--- src/logic/mac_hdr_pkg.sv ---
package mac_hdr_pkg;
   // Frame control field bit positions
   localparam int FC_TYPE_LSB = 0;
   localparam int FC_SEC_BIT = 3;
   localparam int FC_PEND_BIT = 4;
   localparam int FC_ACKREQ_BIT = 5;
   localparam int FC_PANC_BIT = 6;
   localparam int FC_DAM_LSB = 10;
   localparam int FC_VER_LSB = 12;
   localparam int FC_SAM_LSB = 14;
   // Frame types
   localparam logic [2:0] FT_BEACON = 3'h0;
   localparam logic [2:0] FT_DATA = 3'h1;
   localparam logic [2:0] FT_ACK = 3'h2;
   localparam logic [2:0] FT_CMD = 3'h3;
   // Priority levels
   localparam logic [1:0] PRIO_NORMAL = 2'h0;
   localparam logic [1:0] PRIO_HIGH = 2'h1;
   localparam logic [1:0] PRIO_CFREE = 2'h2;
   // Delimiter types on the physical frame control header
   localparam logic [2:0] DELIM_NOACK = 3'h0;
   localparam logic [2:0] DELIM_ACKREQ = 3'h1;
   // Fixed values
   localparam logic FC_PEND_VAL = 1'b0;
   localparam logic [1:0] FC_VER_VAL = 2'h0;
   localparam int AUX_SEC_LEN = 6;
   localparam int SEG_CTRL_LEN = 3;
   localparam logic [15:0] FCS_POLY_REFL = 16'h8408;
   localparam logic [15:0] FCS_INIT = 16'h0000;
endpackage : mac_hdr_pkg

--- src/logic/plc_mac_header_framer.sv ---
`timescale 1ns/1ps
// Function
// Transmit priority must be 0..2; other values are rejected.
// Segment control bytes inserted on transmit and expected on receive.
// Frame pending bit is always sent as zero.
// Two frame version bits are always written as zero.
// Auxiliary security header is absent or exactly 6 bytes.
// Ack request bit is converted to the physical delimiter type.
// Ack request and delimiter type must never disagree.
// Ack frame type is never generated nor accepted.
// Sync indication only reports identifier conflict or realignment.
// No path exists to request pending data from a coordinator.
// Other fields follow the standard order; FCS appended on transmit and checked.
module plc_mac_header_framer #(
   parameter int ADDR_BYTES = 8
) (
   input wire logic mclk,
   input wire logic reset,
   // Transmit request from upper layer
   input wire logic tx_start,
   input wire logic [1:0] tx_priority_level,
   input wire logic [2:0] tx_frame_type,
   input wire logic tx_security,
   input wire logic tx_ack_request,
   input wire logic tx_pan_compress,
   input wire logic [1:0] tx_dst_mode,
   input wire logic [1:0] tx_src_mode,
   input wire logic [7:0] tx_seq,
   input wire logic [3:0] tx_aux_len,
   input wire logic [23:0] tx_seg_ctrl,
   output logic tx_busy,
   output logic tx_reject,
   // Payload byte stream in (accepted once FC, segment control and sequence are loaded)
   input wire logic tx_pl_valid,
   input wire logic [7:0] tx_pl_data,
   input wire logic tx_pl_last,
   output logic tx_pl_ready,
   // To physical layer
   output logic phy_valid,
   output logic [7:0] phy_data,
   output logic phy_last,
   input wire logic phy_ready,
   output logic [2:0] phy_delimiter_type,
   output logic [1:0] phy_priority,
   // Receive header check (first bytes of a received frame)
   input wire logic rx_valid,
   input wire logic [7:0] rx_data,
   input wire logic rx_last,
   input wire logic rx_delim_ack,
   output logic rx_hdr_ok,
   output logic rx_hdr_err,
   output logic rx_fcs_ok,
   output logic rx_done,
   // Upper layer notifications
   input wire logic pan_conflict,
   input wire logic pan_realign,
   output logic sync_ind,
   output logic [1:0] sync_reason
);
   typedef enum {S_IDLE, S_FC0, S_FC1, S_SEG, S_SEQ, S_PAY, S_FCS0, S_FCS1, S_DONE} tx_state_e;
   tx_state_e tx_state;
   logic [15:0] fc;
   logic [7:0] seq;
   logic [23:0] seg;
   logic [1:0] seg_idx;
   logic [15:0] tx_crc;
   logic [15:0] rx_crc;
   logic [1:0] prio;
   logic ack_req;

   function automatic logic [15:0] crc_step(input logic [15:0] c, input logic [7:0] d);
      logic [15:0] r;
      r = c;
      for (int i = 0; i < 8; i++) begin
         if (r[0] ^ d[i]) begin
            r = (r >> 1) ^ mac_hdr_pkg::FCS_POLY_REFL;
         end else begin
            r = r >> 1;
         end
      end
      return r;
   endfunction : crc_step

   wire prio_ok = tx_priority_level <= mac_hdr_pkg::PRIO_CFREE;
   wire aux_ok = (tx_aux_len == 4'h0) || (tx_aux_len == 4'(mac_hdr_pkg::AUX_SEC_LEN));
   wire type_ok = tx_frame_type != mac_hdr_pkg::FT_ACK;
   wire sec_ok = tx_security == (tx_aux_len != 4'h0);
   wire tx_accept = tx_start && !tx_busy && prio_ok && aux_ok && type_ok && sec_ok;
   wire phy_fire = phy_valid && phy_ready;
   // State advances on load, not on hand-off, so no byte is sent twice
   wire out_free = !phy_valid || phy_ready;
   wire hdr_load = out_free && (tx_state inside {S_FC0, S_FC1, S_SEG, S_SEQ, S_FCS0, S_FCS1});
   wire pl_load = tx_pl_valid && tx_pl_ready;
   wire byte_load = hdr_load || pl_load;

   assign tx_busy = tx_state != S_IDLE;
   assign tx_pl_ready = (tx_state == S_PAY) && out_free;

   // Request check; rejected frames never start
   always_ff @(posedge mclk or posedge reset) begin
      if (reset) begin
         tx_reject <= 1'b0;
      end else begin
         tx_reject <= tx_start && !tx_busy && !(prio_ok && aux_ok && type_ok && sec_ok);
      end
   end

   // Latch header fields
   always_ff @(posedge mclk or posedge reset) begin
      if (reset) begin
         fc <= 16'h0000;
         seq <= 8'h00;
         seg <= 24'h000000;
         prio <= mac_hdr_pkg::PRIO_NORMAL;
         ack_req <= 1'b0;
      end else if (tx_accept) begin
         fc <= 16'h0000;
         fc[mac_hdr_pkg::FC_TYPE_LSB +: 3] <= tx_frame_type;
         fc[mac_hdr_pkg::FC_SEC_BIT] <= tx_security;
         fc[mac_hdr_pkg::FC_PEND_BIT] <= mac_hdr_pkg::FC_PEND_VAL;
         fc[mac_hdr_pkg::FC_ACKREQ_BIT] <= tx_ack_request;
         fc[mac_hdr_pkg::FC_PANC_BIT] <= tx_pan_compress;
         fc[mac_hdr_pkg::FC_DAM_LSB +: 2] <= tx_dst_mode;
         fc[mac_hdr_pkg::FC_VER_LSB +: 2] <= mac_hdr_pkg::FC_VER_VAL;
         fc[mac_hdr_pkg::FC_SAM_LSB +: 2] <= tx_src_mode;
         seq <= tx_seq;
         seg <= tx_seg_ctrl;
         prio <= tx_priority_level;
         ack_req <= tx_ack_request;
      end
   end

   // Delimiter type follows the same latched ack bit as the header
   assign phy_delimiter_type = ack_req ? mac_hdr_pkg::DELIM_ACKREQ : mac_hdr_pkg::DELIM_NOACK;
   assign phy_priority = prio;

   // Transmit sequencer: FC, segment control, sequence, rest from upper layer, FCS
   always_ff @(posedge mclk or posedge reset) begin
      if (reset) begin
         tx_state <= S_IDLE;
         seg_idx <= 2'h0;
      end else begin
         case (tx_state)
            S_IDLE: begin
               if (tx_accept) begin
                  tx_state <= S_FC0;
               end
            end
            S_FC0: begin
               if (hdr_load) begin
                  tx_state <= S_FC1;
               end
            end
            S_FC1: begin
               if (hdr_load) begin
                  tx_state <= S_SEG;
                  seg_idx <= 2'h0;
               end
            end
            S_SEG: begin
               if (hdr_load) begin
                  if (seg_idx == 2'(mac_hdr_pkg::SEG_CTRL_LEN - 1)) begin
                     tx_state <= S_SEQ;
                  end
                  seg_idx <= seg_idx + 2'h1;
               end
            end
            S_SEQ: begin
               if (hdr_load) begin
                  tx_state <= S_PAY;
               end
            end
            S_PAY: begin
               if (pl_load && tx_pl_last) begin
                  tx_state <= S_FCS0;
               end
            end
            S_FCS0: begin
               if (hdr_load) begin
                  tx_state <= S_FCS1;
               end
            end
            S_FCS1: begin
               if (hdr_load) begin
                  tx_state <= S_DONE;
               end
            end
            // Busy holds until the last byte has left the output register
            S_DONE: begin
               if (phy_fire) begin
                  tx_state <= S_IDLE;
               end
            end
            default: tx_state <= S_IDLE;
         endcase
      end
   end

   // Output byte register
   logic [7:0] next_byte;
   always_comb begin
      case (tx_state)
         S_FC0: next_byte = fc[7:0];
         S_FC1: next_byte = fc[15:8];
         S_SEG: next_byte = seg[8*seg_idx +: 8];
         S_SEQ: next_byte = seq;
         S_PAY: next_byte = tx_pl_data;
         S_FCS0: next_byte = tx_crc[7:0];
         S_FCS1: next_byte = tx_crc[15:8];
         default: next_byte = 8'h00;
      endcase
   end

   always_ff @(posedge mclk or posedge reset) begin
      if (reset) begin
         phy_valid <= 1'b0;
         phy_data <= 8'h00;
         phy_last <= 1'b0;
      end else if (byte_load) begin
         phy_valid <= 1'b1;
         phy_data <= next_byte;
         phy_last <= tx_state == S_FCS1;
      end else if (phy_ready) begin
         phy_valid <= 1'b0;
         phy_last <= 1'b0;
      end
   end

   // Summed as each byte is loaded, so the FCS states see the finished value
   always_ff @(posedge mclk or posedge reset) begin
      if (reset) begin
         tx_crc <= mac_hdr_pkg::FCS_INIT;
      end else if (tx_accept) begin
         tx_crc <= mac_hdr_pkg::FCS_INIT;
      end else if (byte_load && tx_state inside {S_FC0, S_FC1, S_SEG, S_SEQ, S_PAY}) begin
         tx_crc <= crc_step(tx_crc, next_byte);
      end
   end

   // Receive header check: frame control, then segment control bytes counted
   logic [4:0] rx_cnt;
   logic [7:0] rx_fc0;
   always_ff @(posedge mclk or posedge reset) begin
      if (reset) begin
         rx_cnt <= 5'h00;
         rx_fc0 <= 8'h00;
         rx_hdr_ok <= 1'b0;
         rx_hdr_err <= 1'b0;
         rx_crc <= mac_hdr_pkg::FCS_INIT;
         rx_fcs_ok <= 1'b0;
         rx_done <= 1'b0;
      end else begin
         rx_hdr_ok <= 1'b0;
         rx_hdr_err <= 1'b0;
         rx_done <= 1'b0;
         if (rx_valid) begin
            rx_crc <= rx_last ? mac_hdr_pkg::FCS_INIT : crc_step(rx_crc, rx_data);
            rx_cnt <= rx_last ? 5'h00 : ((rx_cnt == 5'h1f) ? rx_cnt : rx_cnt + 5'h01);
            if (rx_cnt == 5'h00) begin
               rx_fc0 <= rx_data;
            end
            // Header judged once FC and all segment control bytes have arrived
            if (rx_cnt == 5'(1 + mac_hdr_pkg::SEG_CTRL_LEN) && !rx_last) begin
               if (rx_fc0[mac_hdr_pkg::FC_TYPE_LSB +: 3] == mac_hdr_pkg::FT_ACK
                   || rx_fc0[mac_hdr_pkg::FC_ACKREQ_BIT] != rx_delim_ack) begin
                  rx_hdr_err <= 1'b1;
               end else begin
                  rx_hdr_ok <= 1'b1;
               end
            end
            if (rx_last) begin
               // Too short to hold FC, segment control, sequence and FCS
               rx_fcs_ok <= (crc_step(rx_crc, rx_data) == 16'h0000)
                            && rx_cnt >= 5'(mac_hdr_pkg::SEG_CTRL_LEN + 4);
               rx_done <= 1'b1;
            end
         end
      end
   end

   // Sync indication only for identifier conflict or realignment
   always_ff @(posedge mclk or posedge reset) begin
      if (reset) begin
         sync_ind <= 1'b0;
         sync_reason <= 2'h0;
      end else begin
         sync_ind <= pan_conflict || pan_realign;
         sync_reason <= {pan_realign, pan_conflict};
      end
   end

   a_prio_reject: assert property (@(posedge mclk) disable iff (reset)
      (tx_start && !tx_busy && tx_priority_level == 2'h3) |=> tx_reject && !tx_busy)
      else $error("bad priority not rejected");
   a_pend_zero: assert property (@(posedge mclk) disable iff (reset)
      (phy_valid && tx_state == S_FC1 && $past(tx_state) == S_FC0) |-> !phy_data[mac_hdr_pkg::FC_PEND_BIT])
      else $error("frame pending bit set");
   a_version_zero: assert property (@(posedge mclk) disable iff (reset)
      (phy_valid && tx_state == S_SEG && $past(tx_state) == S_FC1) |-> phy_data[5:4] == 2'h0)
      else $error("frame version nonzero");
   a_delim_match: assert property (@(posedge mclk) disable iff (reset)
      (phy_valid && tx_state == S_FC1 && $past(tx_state) == S_FC0)
      |-> (phy_delimiter_type == mac_hdr_pkg::DELIM_ACKREQ) == phy_data[mac_hdr_pkg::FC_ACKREQ_BIT])
      else $error("delimiter type disagrees with ack bit");
   a_aux_len: assert property (@(posedge mclk) disable iff (reset)
      (tx_start && !tx_busy && tx_aux_len != 4'h0 && tx_aux_len != 4'(mac_hdr_pkg::AUX_SEC_LEN)) |=> tx_reject)
      else $error("bad aux length accepted");
   a_no_ack_type: assert property (@(posedge mclk) disable iff (reset)
      tx_busy |-> fc[2:0] != mac_hdr_pkg::FT_ACK)
      else $error("ack frame type transmitted");
   a_seg_inserted: assert property (@(posedge mclk) disable iff (reset)
      (tx_state == S_FC1 && hdr_load) |=> tx_state == S_SEG && phy_data == fc[15:8])
      else $error("segment control skipped");
   a_sync_cause: assert property (@(posedge mclk) disable iff (reset)
      sync_ind |-> $past(pan_conflict) || $past(pan_realign))
      else $error("sync indication without cause");
endmodule : plc_mac_header_framer

--- config.mk ---
export PLATFORM = sky130hd
export DESIGN_NAME = plc_mac_header_framer
export DESIGN_NICKNAME = d
export VERILOG_FILES = /design/src/logic/mac_hdr_pkg.sv /design/src/logic/plc_mac_header_framer.sv
export SDC_FILE = /design/constraint.sdc
export NUM_CORES = 1
export LEC_CHECK = 0
export ABC_AREA = 1
export BUFFER_PORTS_ARGS = -buffer_cell sky130_fd_sc_hd__buf_4
export CORE_ASPECT_RATIO = 1.4
export CORE_MARGIN = 2
export CORE_UTILIZATION = 61
export DETAILED_ROUTE_END_ITERATION = 10
export GPL_ROUTABILITY_DRIVEN = 0
export PLACE_DENSITY = 0.86
export SLEW_MARGIN = 25
export SYNTH_ARGS = -nofsm -noshare
export SYNTH_HDL_FRONTEND = slang
export SYNTH_SLANG_ARGS = --single-unit
--- constraint.sdc ---
create_clock -name mclk -period 8.59 [get_ports mclk]
set_input_delay 0.4295 -clock mclk [delete_from_list [all_inputs] [get_ports mclk]]
set_output_delay 0.4295 -clock mclk [all_outputs]
set_load 0.005 [all_outputs]
After elaboration in Yosys (flattened, before gate mapping)
Index checks and enable logic that the tools add are counted.

storage, ports and cells
  bits in registers = 140
  output and inout bits = 25
  word-level logic and storage cells = 235

cells by class
  reduce and logical (&&, ||, !) cells = 42
  muxes and demuxes = 92
  $lt $le $gt $ge = 2
  shifts and indexed selects = 1
  add/sub/neg operators = 2
  equality and inequality tests = 29
  bitwise logic cells = 46

operators with widths
  operator                                        count
  two-way mux 16 bit                              63
  two-way mux 32 bit                              10
  one-hot mux 32 bit (9 select lines)             1
  == test 32 x 3 -> 1 bit, second input constant  4
  == test 32 x 4 -> 1 bit, second input constant  3
  inverter 2 -> 3 bit                             23
  == test 32 x 2 -> 1 bit, second input constant  2
  one-hot mux 8 bit (7 select lines)              1
  == test 32 x 1 -> 1 bit, second input constant  1
  zero test 32 bit                                1
  nonzero test 32 bit                             1
  variable part select 24 x 6 -> 8 bit            1
  XOR 1 bit                                       23
  inequality test 2 bit, second input constant    10
  logical AND 1 bit                               17
  zero test 16 bit                                1
  two-way mux 1 bit                               12
  two-way mux 5 bit                               2
  AND reduction 10 bit                            1
  AND reduction 2 bit                             3
  nonzero test 2 bit                              3
  nonzero test 6 bit                              1
  adder 5 x 1 -> 5 bit, second input constant     1
  == test 5 x 3 -> 1 bit, second input constant   1
  20 further kinds                                28

Depth between registers and ports, before layout
Gate-level depths: netlist of run 1.

  depth after elaboration = 36
  gate-level depth with buffers = 15

Worst setup path after synthesis of run 1
OpenSTA, ideal clock, no wires.

  path type = register to register
  start = register tx_state[0]
  end = register tx_crc[10]
  setup time = 0.117 ns
  stages on the path, launching flop included = 15
  buffers on the path = 0
  arrival time = 1.624 ns
  setup slack = 6.848 ns
  clock period less this slack = 1.742 ns
  cell sequence = dfrtp_1 -> nor2_2 -> inv_2 -> nor2_1 -> nand2_1 -> nand2_1 -> inv_1 -> nand3_2 -> nand2_1 -> nand2_1 -> nand2_1 -> nand2_1 -> nand2_1 -> nand3_1 -> nand2_1

between the ends
  word-level cells in the longest chain between the ends = 22
  elaborated cells between the ends (all ways) = 46

RTL lines
  item                                             RTL line                                                   text
  from (decl)                                      plc_mac_header_framer.sv:61                                tx_state_e tx_state;
  from (signal assigned)                           plc_mac_header_framer.sv:140                               tx_state <= S_IDLE;
  from (signal assigned)                           plc_mac_header_framer.sv:146                               tx_state <= S_FC0;
  from (signal assigned)                           plc_mac_header_framer.sv:151                               tx_state <= S_FC1;
  == test 32 x 3 -> 1 bit (tied with other cells)  plc_mac_header_framer.sv:92, plc_mac_header_framer.sv:202
  one-hot mux 8 bit (7 select lines)               plc_mac_header_framer.sv:202                               case (tx_state)
  XOR 1 bit                                        plc_mac_header_framer.sv:75                                if (r[0] ^ d[i]) begin
  two-way mux 16 bit                               plc_mac_header_framer.sv:75
  two-way mux 16 bit                               plc_mac_header_framer.sv:235                               end else if (byte_load && tx_state inside {S_FC0, S_FC1, S_SEG, S_SEQ, S_PAY}) begin
  two-way mux 16 bit                               plc_mac_header_framer.sv:233                               end else if (tx_accept) begin
  two-way mux 16 bit                               plc_mac_header_framer.sv:75
  two-way mux 16 bit                               plc_mac_header_framer.sv:235
  [... 6 more ...]                                 -
  two-way mux 16 bit                               plc_mac_header_framer.sv:233
  two-way mux 16 bit                               plc_mac_header_framer.sv:75
  two-way mux 16 bit                               plc_mac_header_framer.sv:235
  two-way mux 16 bit                               plc_mac_header_framer.sv:233
  inverter 2 -> 3 bit (no line)                    -
  two-way mux 16 bit                               plc_mac_header_framer.sv:75
  two-way mux 16 bit                               plc_mac_header_framer.sv:235
  two-way mux 16 bit                               plc_mac_header_framer.sv:233
  to (signal assigned)                             plc_mac_header_framer.sv:232                               tx_crc <= mac_hdr_pkg::FCS_INIT;
  to (signal assigned)                             plc_mac_header_framer.sv:234                               tx_crc <= mac_hdr_pkg::FCS_INIT;
  to (signal assigned)                             plc_mac_header_framer.sv:236                               tx_crc <= crc_step(tx_crc, next_byte);
  to (decl)                                        plc_mac_header_framer.sv:66                                logic [15:0] tx_crc;

Several ways; a longest one is shown, not always the timed one. The select of a mux whose other input is x is not followed.
A chain may end at the register's enable or synchronous reset.

Worst setup path after layout of run 1
  start = register tx_state[3]
  end = register tx_crc[7]

between the ends
  word-level cells in the longest chain between the ends = 28
  elaborated cells between the ends (all ways) = 50

RTL lines
  item                                             RTL line
  == test 32 x 3 -> 1 bit (tied with other cells)  plc_mac_header_framer.sv:92, plc_mac_header_framer.sv:202
  one-hot mux 8 bit (7 select lines)               plc_mac_header_framer.sv:202
  XOR 1 bit                                        plc_mac_header_framer.sv:75
  two-way mux 16 bit                               plc_mac_header_framer.sv:75
  two-way mux 16 bit                               plc_mac_header_framer.sv:235
  two-way mux 16 bit                               plc_mac_header_framer.sv:233
  two-way mux 16 bit                               plc_mac_header_framer.sv:75
  two-way mux 16 bit                               plc_mac_header_framer.sv:235
  [... 12 more ...]                                -
  two-way mux 16 bit                               plc_mac_header_framer.sv:235
  two-way mux 16 bit                               plc_mac_header_framer.sv:233
  two-way mux 16 bit                               plc_mac_header_framer.sv:75
  two-way mux 16 bit                               plc_mac_header_framer.sv:235
  two-way mux 16 bit                               plc_mac_header_framer.sv:233
  two-way mux 16 bit                               plc_mac_header_framer.sv:75
  two-way mux 16 bit                               plc_mac_header_framer.sv:235
  two-way mux 16 bit                               plc_mac_header_framer.sv:233

Several ways; a longest one is shown, not always the timed one. The select of a mux whose other input is x is not followed.

==> results of run 1 <==
## metal layers
| metal | part of all wire | GRT usage | vias up |
|---|---|---|---|
| li1 | - | - | 2404 |
| met4 | 0.043 | 0.145 | 0 |
| met2 | 0.53 | 0.541 | 270 |
| met3 | 0.068 | 0.0540 | 48 |
| met5 | 0 | 0 | - |
| met1 | 0.36 | 0.342 | 2436 |
## kinds of logic after synthesis
family / share of synthesized area
AOI/OAI and AO/OA: 0.0749
xor gates and xnor gates: 0.0341
adders and majority gates: 0.00887
buffers and inverters: 0.0632
DFF: 0.483
muxes: 0.0718
other: 0.000664
and+or+nand+nor: 0.263
## sequential cells by signal (all words and copies together) (netlist names)
| name | cells |
|---|---|
| fc | 10 |
| phy_data | 8 |
| phy_last | 1 |
| phy_priority | 2 |
| phy_valid | 1 |
| rx_cnt | 5 |
| rx_crc | 16 |
| rx_done | 1 |
| rx_fc0 | 4 |
| rx_fcs_ok | 1 |
| rx_hdr_err | 1 |
| rx_hdr_ok | 1 |
| seg | 24 |
| seg_idx | 2 |
| seq | 8 |
| sync_ind | 1 |
| sync_reason | 2 |
| tx_crc | 16 |
| tx_reject | 1 |
| tx_state | 4 |
## area by class of cell
class                      instances  area [sq um]
clock buffer                      11           243
clock inverter                     4          25.0
fill                             637          2310
inverter                          71           269
multi-input combinational        484          2560
sequential                       109          2730
tap                              107           134
timing repair buffer             100           758
## power by group through the flow
stage	combinational (W)	sequential [W]	clock [W]
floorplan	0.000853	0.000847	0
global placement	0.00108	0.000883	0
detailed placement	0.00113	0.000897	0
CTS	0.00115	0.000891	0.000389
global route	0.00130	0.000919	0.000408
finish	0.00117	0.000897	0.000385
## Yosys cell counts (3+ instances only)
cell	number	area, sq um
nand2_1	196	736
dfrtp_1	109	2730
nand3_1	74	370
inv_1	63	236
nor2_1	45	169
o21ai_0	40	200
mux2_2	36	405
a21oi_1	15	75.1
nand4_1	11	68.8
xnor2_1	11	96.3
xor2_1	11	96.3
buf_2	6	30.0
clkbuf_1	6	22.5
inv_2	6	22.5
buf_4	5	37.5
nor3_1	5	25.0
a31oi_1	4	25.0
ha_1	4	50.1
o22ai_1	4	25.0
o31ai_1	4	30.0
nor2_2	3	18.8
## stage by stage
step	util	power, W	hold WS (ns)	cells
global route	0.744	0.00263	0.185	886
floorplan	-	0.00170	0.453	681
finish	0.744	0.00245	0.154	886
detailed placement	0.713	0.00203	0.471	870
global placement	0.713	0.00196	0.464	870
CTS	0.743	0.00243	0.172	885
## worst max-delay path, stage by stage (launching register included)
cell	delay [ns]
dfrtp_1	0.43
nor2_1	0.56
nand2_1	0.15
o21ai_0	0.14
nand2_1	0.15
nand2_2	0.27
inv_2	0.15
a21oi_4	0.36
inv_2	0.15
nand2_4	0.15
inv_2	0.09
nand2_1	0.08
nand2_1	0.06
## placed cells by master (no fill, tap or decap), types with 15 or more instances in the layout
cell type and count:
nand3_1 74, nand2_1 196, inv_1 62, dfrtp_1 109
mux2_2 36, nor2_1 45, o21ai_0 40, a21oi_1 15
buf_4 99
## path summary, 6_finish.rpt
path                                          from  cells after the start                       end
max                        tx_state[3]$_DFFE_PP0P_                     12     tx_crc[7]$_DFFE_PP0P_
min reg2reg                phy_data[2]$_DFFE_PP0P_                      2   phy_data[2]$_DFFE_PP0P_
max in group asynchronous                    reset                      3        seg[9]$_DFFE_PP0N_
min                                          reset                      2       seg[22]$_DFFE_PP0N_
min in group mclk                      pan_realign                      1  sync_reason[1]$_DFF_PP0_
max reg2reg                tx_state[3]$_DFFE_PP0P_                     12     tx_crc[7]$_DFFE_PP0P_
==> impl_metrics.py, run 1 <==
metrics = {
    "worst_hold_path": {
        "hp-class": "input pin to asynchronous set/reset pin",
    },
    "synth": {
        "ys_seq_area_frac": 0.483,
        "synthesis.area_sq_um": 5640,
        "synth_edf_count": 0,
        "ys_warn_count": 0,
        "synth_cell_types": 36,
        "synth_seq_cells": 109,
        "ys.flop_type": "dfrtp_1",
        "synth_cells": 680,
        "async_flop_share": 1.00,
        "syn_avg_cell_area_sq_um": 8.30,
    },
    "floorplan": {
        "initial_core_util": 0.625,
        "ioPinCount": 100,
        "chipHeight_um": 118,
        "core_area_sq_um": 9030,
        "die_area_sq_um": 10000,
        "rows": 41,
        "die_w_um": 85.3,
    },
    "routing": {
        "via_per_inst": 5.82,
        "drc": 0,
        "dr.first_iter.drc_count": 545,
        "vias": 5158,
        "drtAntennaViolNets": 0,
        "wire_per_inst_um": 16.8,
        "totalWireLength_mm": 14.9,
        "drtPass1Iterations": 7,
    },
    "cells_and_area": {
        "syn2layout_area_growth_pct": 19.1,
        "layout-drive-gt1-share": 0.220,
        "n_antenna_cell": 0,
        "num-nets-final": 854,
        "fin_area_sq_um": 6720,
    },
    "power_and_ir_drop": {
        "power_density_nw_per_um2": 365,
        "seq_power_share": 0.366,
        "power.switching_w": 0.00109,
        "switching_share": 0.442,
        "combPwrFrac": 0.477,
        "ir_drop_uv": 227,
        "internal_power_w": 0.00137,
        "leakage_nw": 3.55,
        "clkPwrFrac": 0.157,
    },
    "clock_network": {
        "cts_made_buffers": 9,
        "cts_hold_buffers": 0,
        "cts-htree-levels": 3,
        "clk_pin_slew_worst_paths_ns": 0.07,
        "cts_tree": "built",
        "ctsResizeCount": 0,
        "clkLatencyLatePin_ns": 0.35,
        "clk_path_buf_depth": 2,
        "cts_setup_buffers": 0,
        "clock_sinks": 109,
        "root_buffer": "clkbuf_16",
    },
    "timing": {
        "finalSetupTns_ns": 0,
        "finalSetupViolCount": 0,
        "slew_headroom": 0.396,
        "clock.fmax_mhz": 349,
        "fin_skew_ns": 0.00728,
        "layout_setup_ws_ns": 5.73,
        "rsz0062_at_grt": "no",
        "finalHoldViolCount": 0,
        "period_minus_slack_ns": 2.86,
        "tightest_slew_ns": 0.903,
        "fin_crit_sh": 0.333,
        "drv_slew": 0,
    },
    "run": {
        "max_cap_viol_count": 0,
    },
    "global_route": {
        "grt_pass1_vias": 5248,
        "grt.overflow.total": 0,
        "grt_max_degree": 65,
        "antenna_found_initial": 0,
        "track_usage": 0.303,
        "grt_pass1_wl_mm": 24.3,
    },
    "placed_design": {
        "post_dp_cell_area_sq_um": 6440,
        "portBuffers": 97,
        "dp_hpwl_mm": 11.1,
        "pre_cts_slack_ns": 5.48,
    },
    "worst_setup_path": {
        "cp_data_required_time_ns": 8.82,
        "endpoint_kind": "flop",
        "reg2reg_setup_slack_ns": 5.73,
        "crit_fanout": 15,
        "start_kind": "flop",
        "crit_type": "flop to flop",
        "arrival_ns": 3.10,
    },
    "status": {
        "status": "complete, no violations",
    },
}
No activity file was read; power rests on OpenSTA's default activity.
==> inputs of run 2 (changes only) <==
ABC_AREA = 0   (was 1)
CORE_UTILIZATION = 56   (was 61)
PLACE_DENSITY = 0.8   (was 0.86)
clock period = 2.7 ns   (was 8.59 ns; I/O delays follow)
==> impl_metrics.py, run 2 <==
metrics = {
    "routing": {
        "wire_per_inst_um": 16.7,
        "drtAntennaViolNets": 0,
        "vias": 4830,
        "drtPass1Iterations": 4,
        "via_per_inst": 5.57,
        "dr.first_iter.drc_count": 347,
        "totalWireLength_mm": 14.5,
        "drc": 0,
    },
    "clock_network": {
        "cts_made_buffers": 9,
        "cts_tree": "built",
        "clk_path_buf_depth": 2,
        "root_buffer": "clkbuf_16",
        "clock_sinks": 109,
        "clk_pin_slew_worst_paths_ns": 0.07,
        "clkLatencyLatePin_ns": 0.35,
        "cts_setup_buffers": 0,
        "cts-htree-levels": 3,
    },
    "cells_and_area": {
        "num-nets-final": 807,
        "largest_reg_flops": 24,
        "layout-drive-gt1-share": 0.224,
        "final_common_cell": "nand2_1",
        "nFillCells": 740,
        "syn2layout_area_growth_pct": 27.8,
        "multi_input_area_sq_um": 2630,
        "layout_common_cells": "141 x nand2_1, 115 x buf_4, 108 x dfrtp_1",
        "fin_util": 0.733,
        "largest_register": "seg",
        "largestRegisters": "seg (24), rx_crc (16), tx_crc (16)",
        "seq_area_sq_um": 2730,
        "n_antenna_cell": 0,
        "fin_area_sq_um": 7260,
    },
    "timing": {
        "rsz0062_at_grt": "no",
        "layout_setup_ws_ns": 0.148,
        "fin_skew_ns": 0.00712,
        "finalHoldViolCount": 0,
        "finalSetupTns_ns": 0,
        "fin_crit_sh": 0.945,
        "period_minus_slack_ns": 2.55,
        "tightest_slew_ns": 0.872,
        "drv_slew": 0,
        "slew_headroom": 0.419,
        "clock.fmax_mhz": 392,
        "finalSetupViolCount": 0,
    },
    "worst_setup_path": {
        "reg2reg_setup_slack_ns": 0.15,
        "endpoint_kind": "flop",
        "crit_type": "flop to flop",
        "crit_fanout": 15,
        "cp_data_required_time_ns": 2.92,
        "start_kind": "flop",
        "arrival_ns": 2.77,
    },
    "synth": {
        "synthesis.area_sq_um": 5680,
        "yosys-top-cells-count": "141 x nand2_1, 109 x dfrtp_1, 36 x inv_1",
        "synth_seq_cells": 109,
        "synth_edf_count": 0,
        "ys_warn_count": 0,
        "synth_cells": 594,
        "async_flop_share": 1.00,
        "netlist.area_leader.share": 0.480,
        "synth.most_common_cell": "nand2_1",
        "yosys.area.top_type": "dfrtp_1",
        "synth_cell_types": 65,
        "syn_avg_cell_area_sq_um": 9.56,
        "ys.flop_type": "dfrtp_1",
        "ys_seq_area_frac": 0.480,
        "synthTopCellsByArea": "dfrtp_1 48%, nand2_1 9.3%, xnor2_1 4.5%, mux2_2 2.6%, o22ai_1 2.4%",
    },
    "placed_design": {
        "pre_cts_slack_ns": 0.117,
        "post_dp_cell_area_sq_um": 6530,
        "dp_hpwl_mm": 10.3,
        "portBuffers": 97,
    },
    "worst_hold_path": {
        "hp-class": "input pin to flop",
    },
    "floorplan": {
        "die_w_um": 89.1,
        "chipHeight_um": 123,
        "ioPinCount": 100,
        "core_area_sq_um": 9900,
        "initial_core_util": 0.574,
        "rows": 43,
        "die_area_sq_um": 11000,
    },
    "global_route": {
        "grt_pass1_wl_mm": 23.7,
        "antenna_found_initial": 0,
        "grt_pass1_vias": 4855,
        "grt.overflow.total": 0,
        "grt_max_degree": 72,
        "track_usage": 0.284,
    },
    "status": {
        "status": "complete, no violations",
    },
    "power_and_ir_drop": {
        "ir_drop_uv": 610,
        "leakage_nw": 3.48,
        "power_density_nw_per_um2": 1110,
    },
    "run": {
        "max_cap_viol_count": 0,
    },
}
[run 2: worst paths after layout]
path / end / cells after the start / start
setup / recovery: tx_crc[3]$_DFFE_PP0P_ / 8 / tx_state[0]$_DFFE_PP0P_
hold / removal: seg[12]$_DFFE_PP0N_ / 3 / tx_seg_ctrl[12]
setup reg to reg: tx_crc[3]$_DFFE_PP0P_ / 8 / tx_state[0]$_DFFE_PP0P_
hold reg to reg: seq[7]$_DFFE_PP0N_ / 2 / seq[7]$_DFFE_PP0N_
max in group asynchronous: seg[23]$_DFFE_PP0N_ / 4 / reset
min in group asynchronous: phy_priority[0]$_DFFE_PP0N_ / 4 / reset
[run 2: cell type report]
type                    count  share of cell area
clock inverters             3             0.00638
well taps                 135              0.0233
multi-input cells         413               0.363
clock buffers              12              0.0340
flip-flops and latches    109               0.376
inverters                  37              0.0197
repair buffers            158               0.178
[run 2: stage by stage]
stage | power, W | hold WS, ns | instances
finish | 0.00808 | 0.0113 | 867
global route | 0.00864 | 0.00897 | 867
CTS | 0.00805 | 0.00378 | 867
floorplan | 0.00565 | 0.166 | 595
global placement | 0.00646 | 0.251 | 809
detailed placement | 0.00665 | 0.253 | 809
[run 2: critical path: stages (launching register included)]
cell and delay, ns:
dfrtp_1 0.49, buf_4 0.28, mux2i_1 0.35, o32ai_1 0.21
a221oi_2 0.32, xor2_1 0.21, xnor3_1 0.30, xnor2_1 0.17
o21ai_0 0.09
[run 2: what timing repair did]
action,in CTS,in global routing
resized for setup,0,2
hold endpoints to repair,81,0
hold buffers,43,0
setup endpoints to repair,0,5
[run 2: routing by layer]
layer	up-vias	wire, um	track usage
met1	2363	5570	0.351
met4	0	693	0.152
met5	-	0	0
li1	2261	-	-
met2	161	7590	0.478
met3	45	654	0.0340
[run 2: report_power, final]
group	switching (W)	internal [W]
Sequential	0.000597	0.00218
Clock	0.000580	0.000743
Combinational	0.00206	0.00191
Total	0.00324	0.00483
[run 2: cells by family after synthesis]
kind of cell	after synthesis	share of synthesized area
compound gates	98	0.115
xor+xnor	49	0.0859
fa+ha+maj	4	0.00881
buf+inv	73	0.0597
flops	109	0.480
mux	27	0.0526
other cells	1	0.000660
simple gates	233	0.197
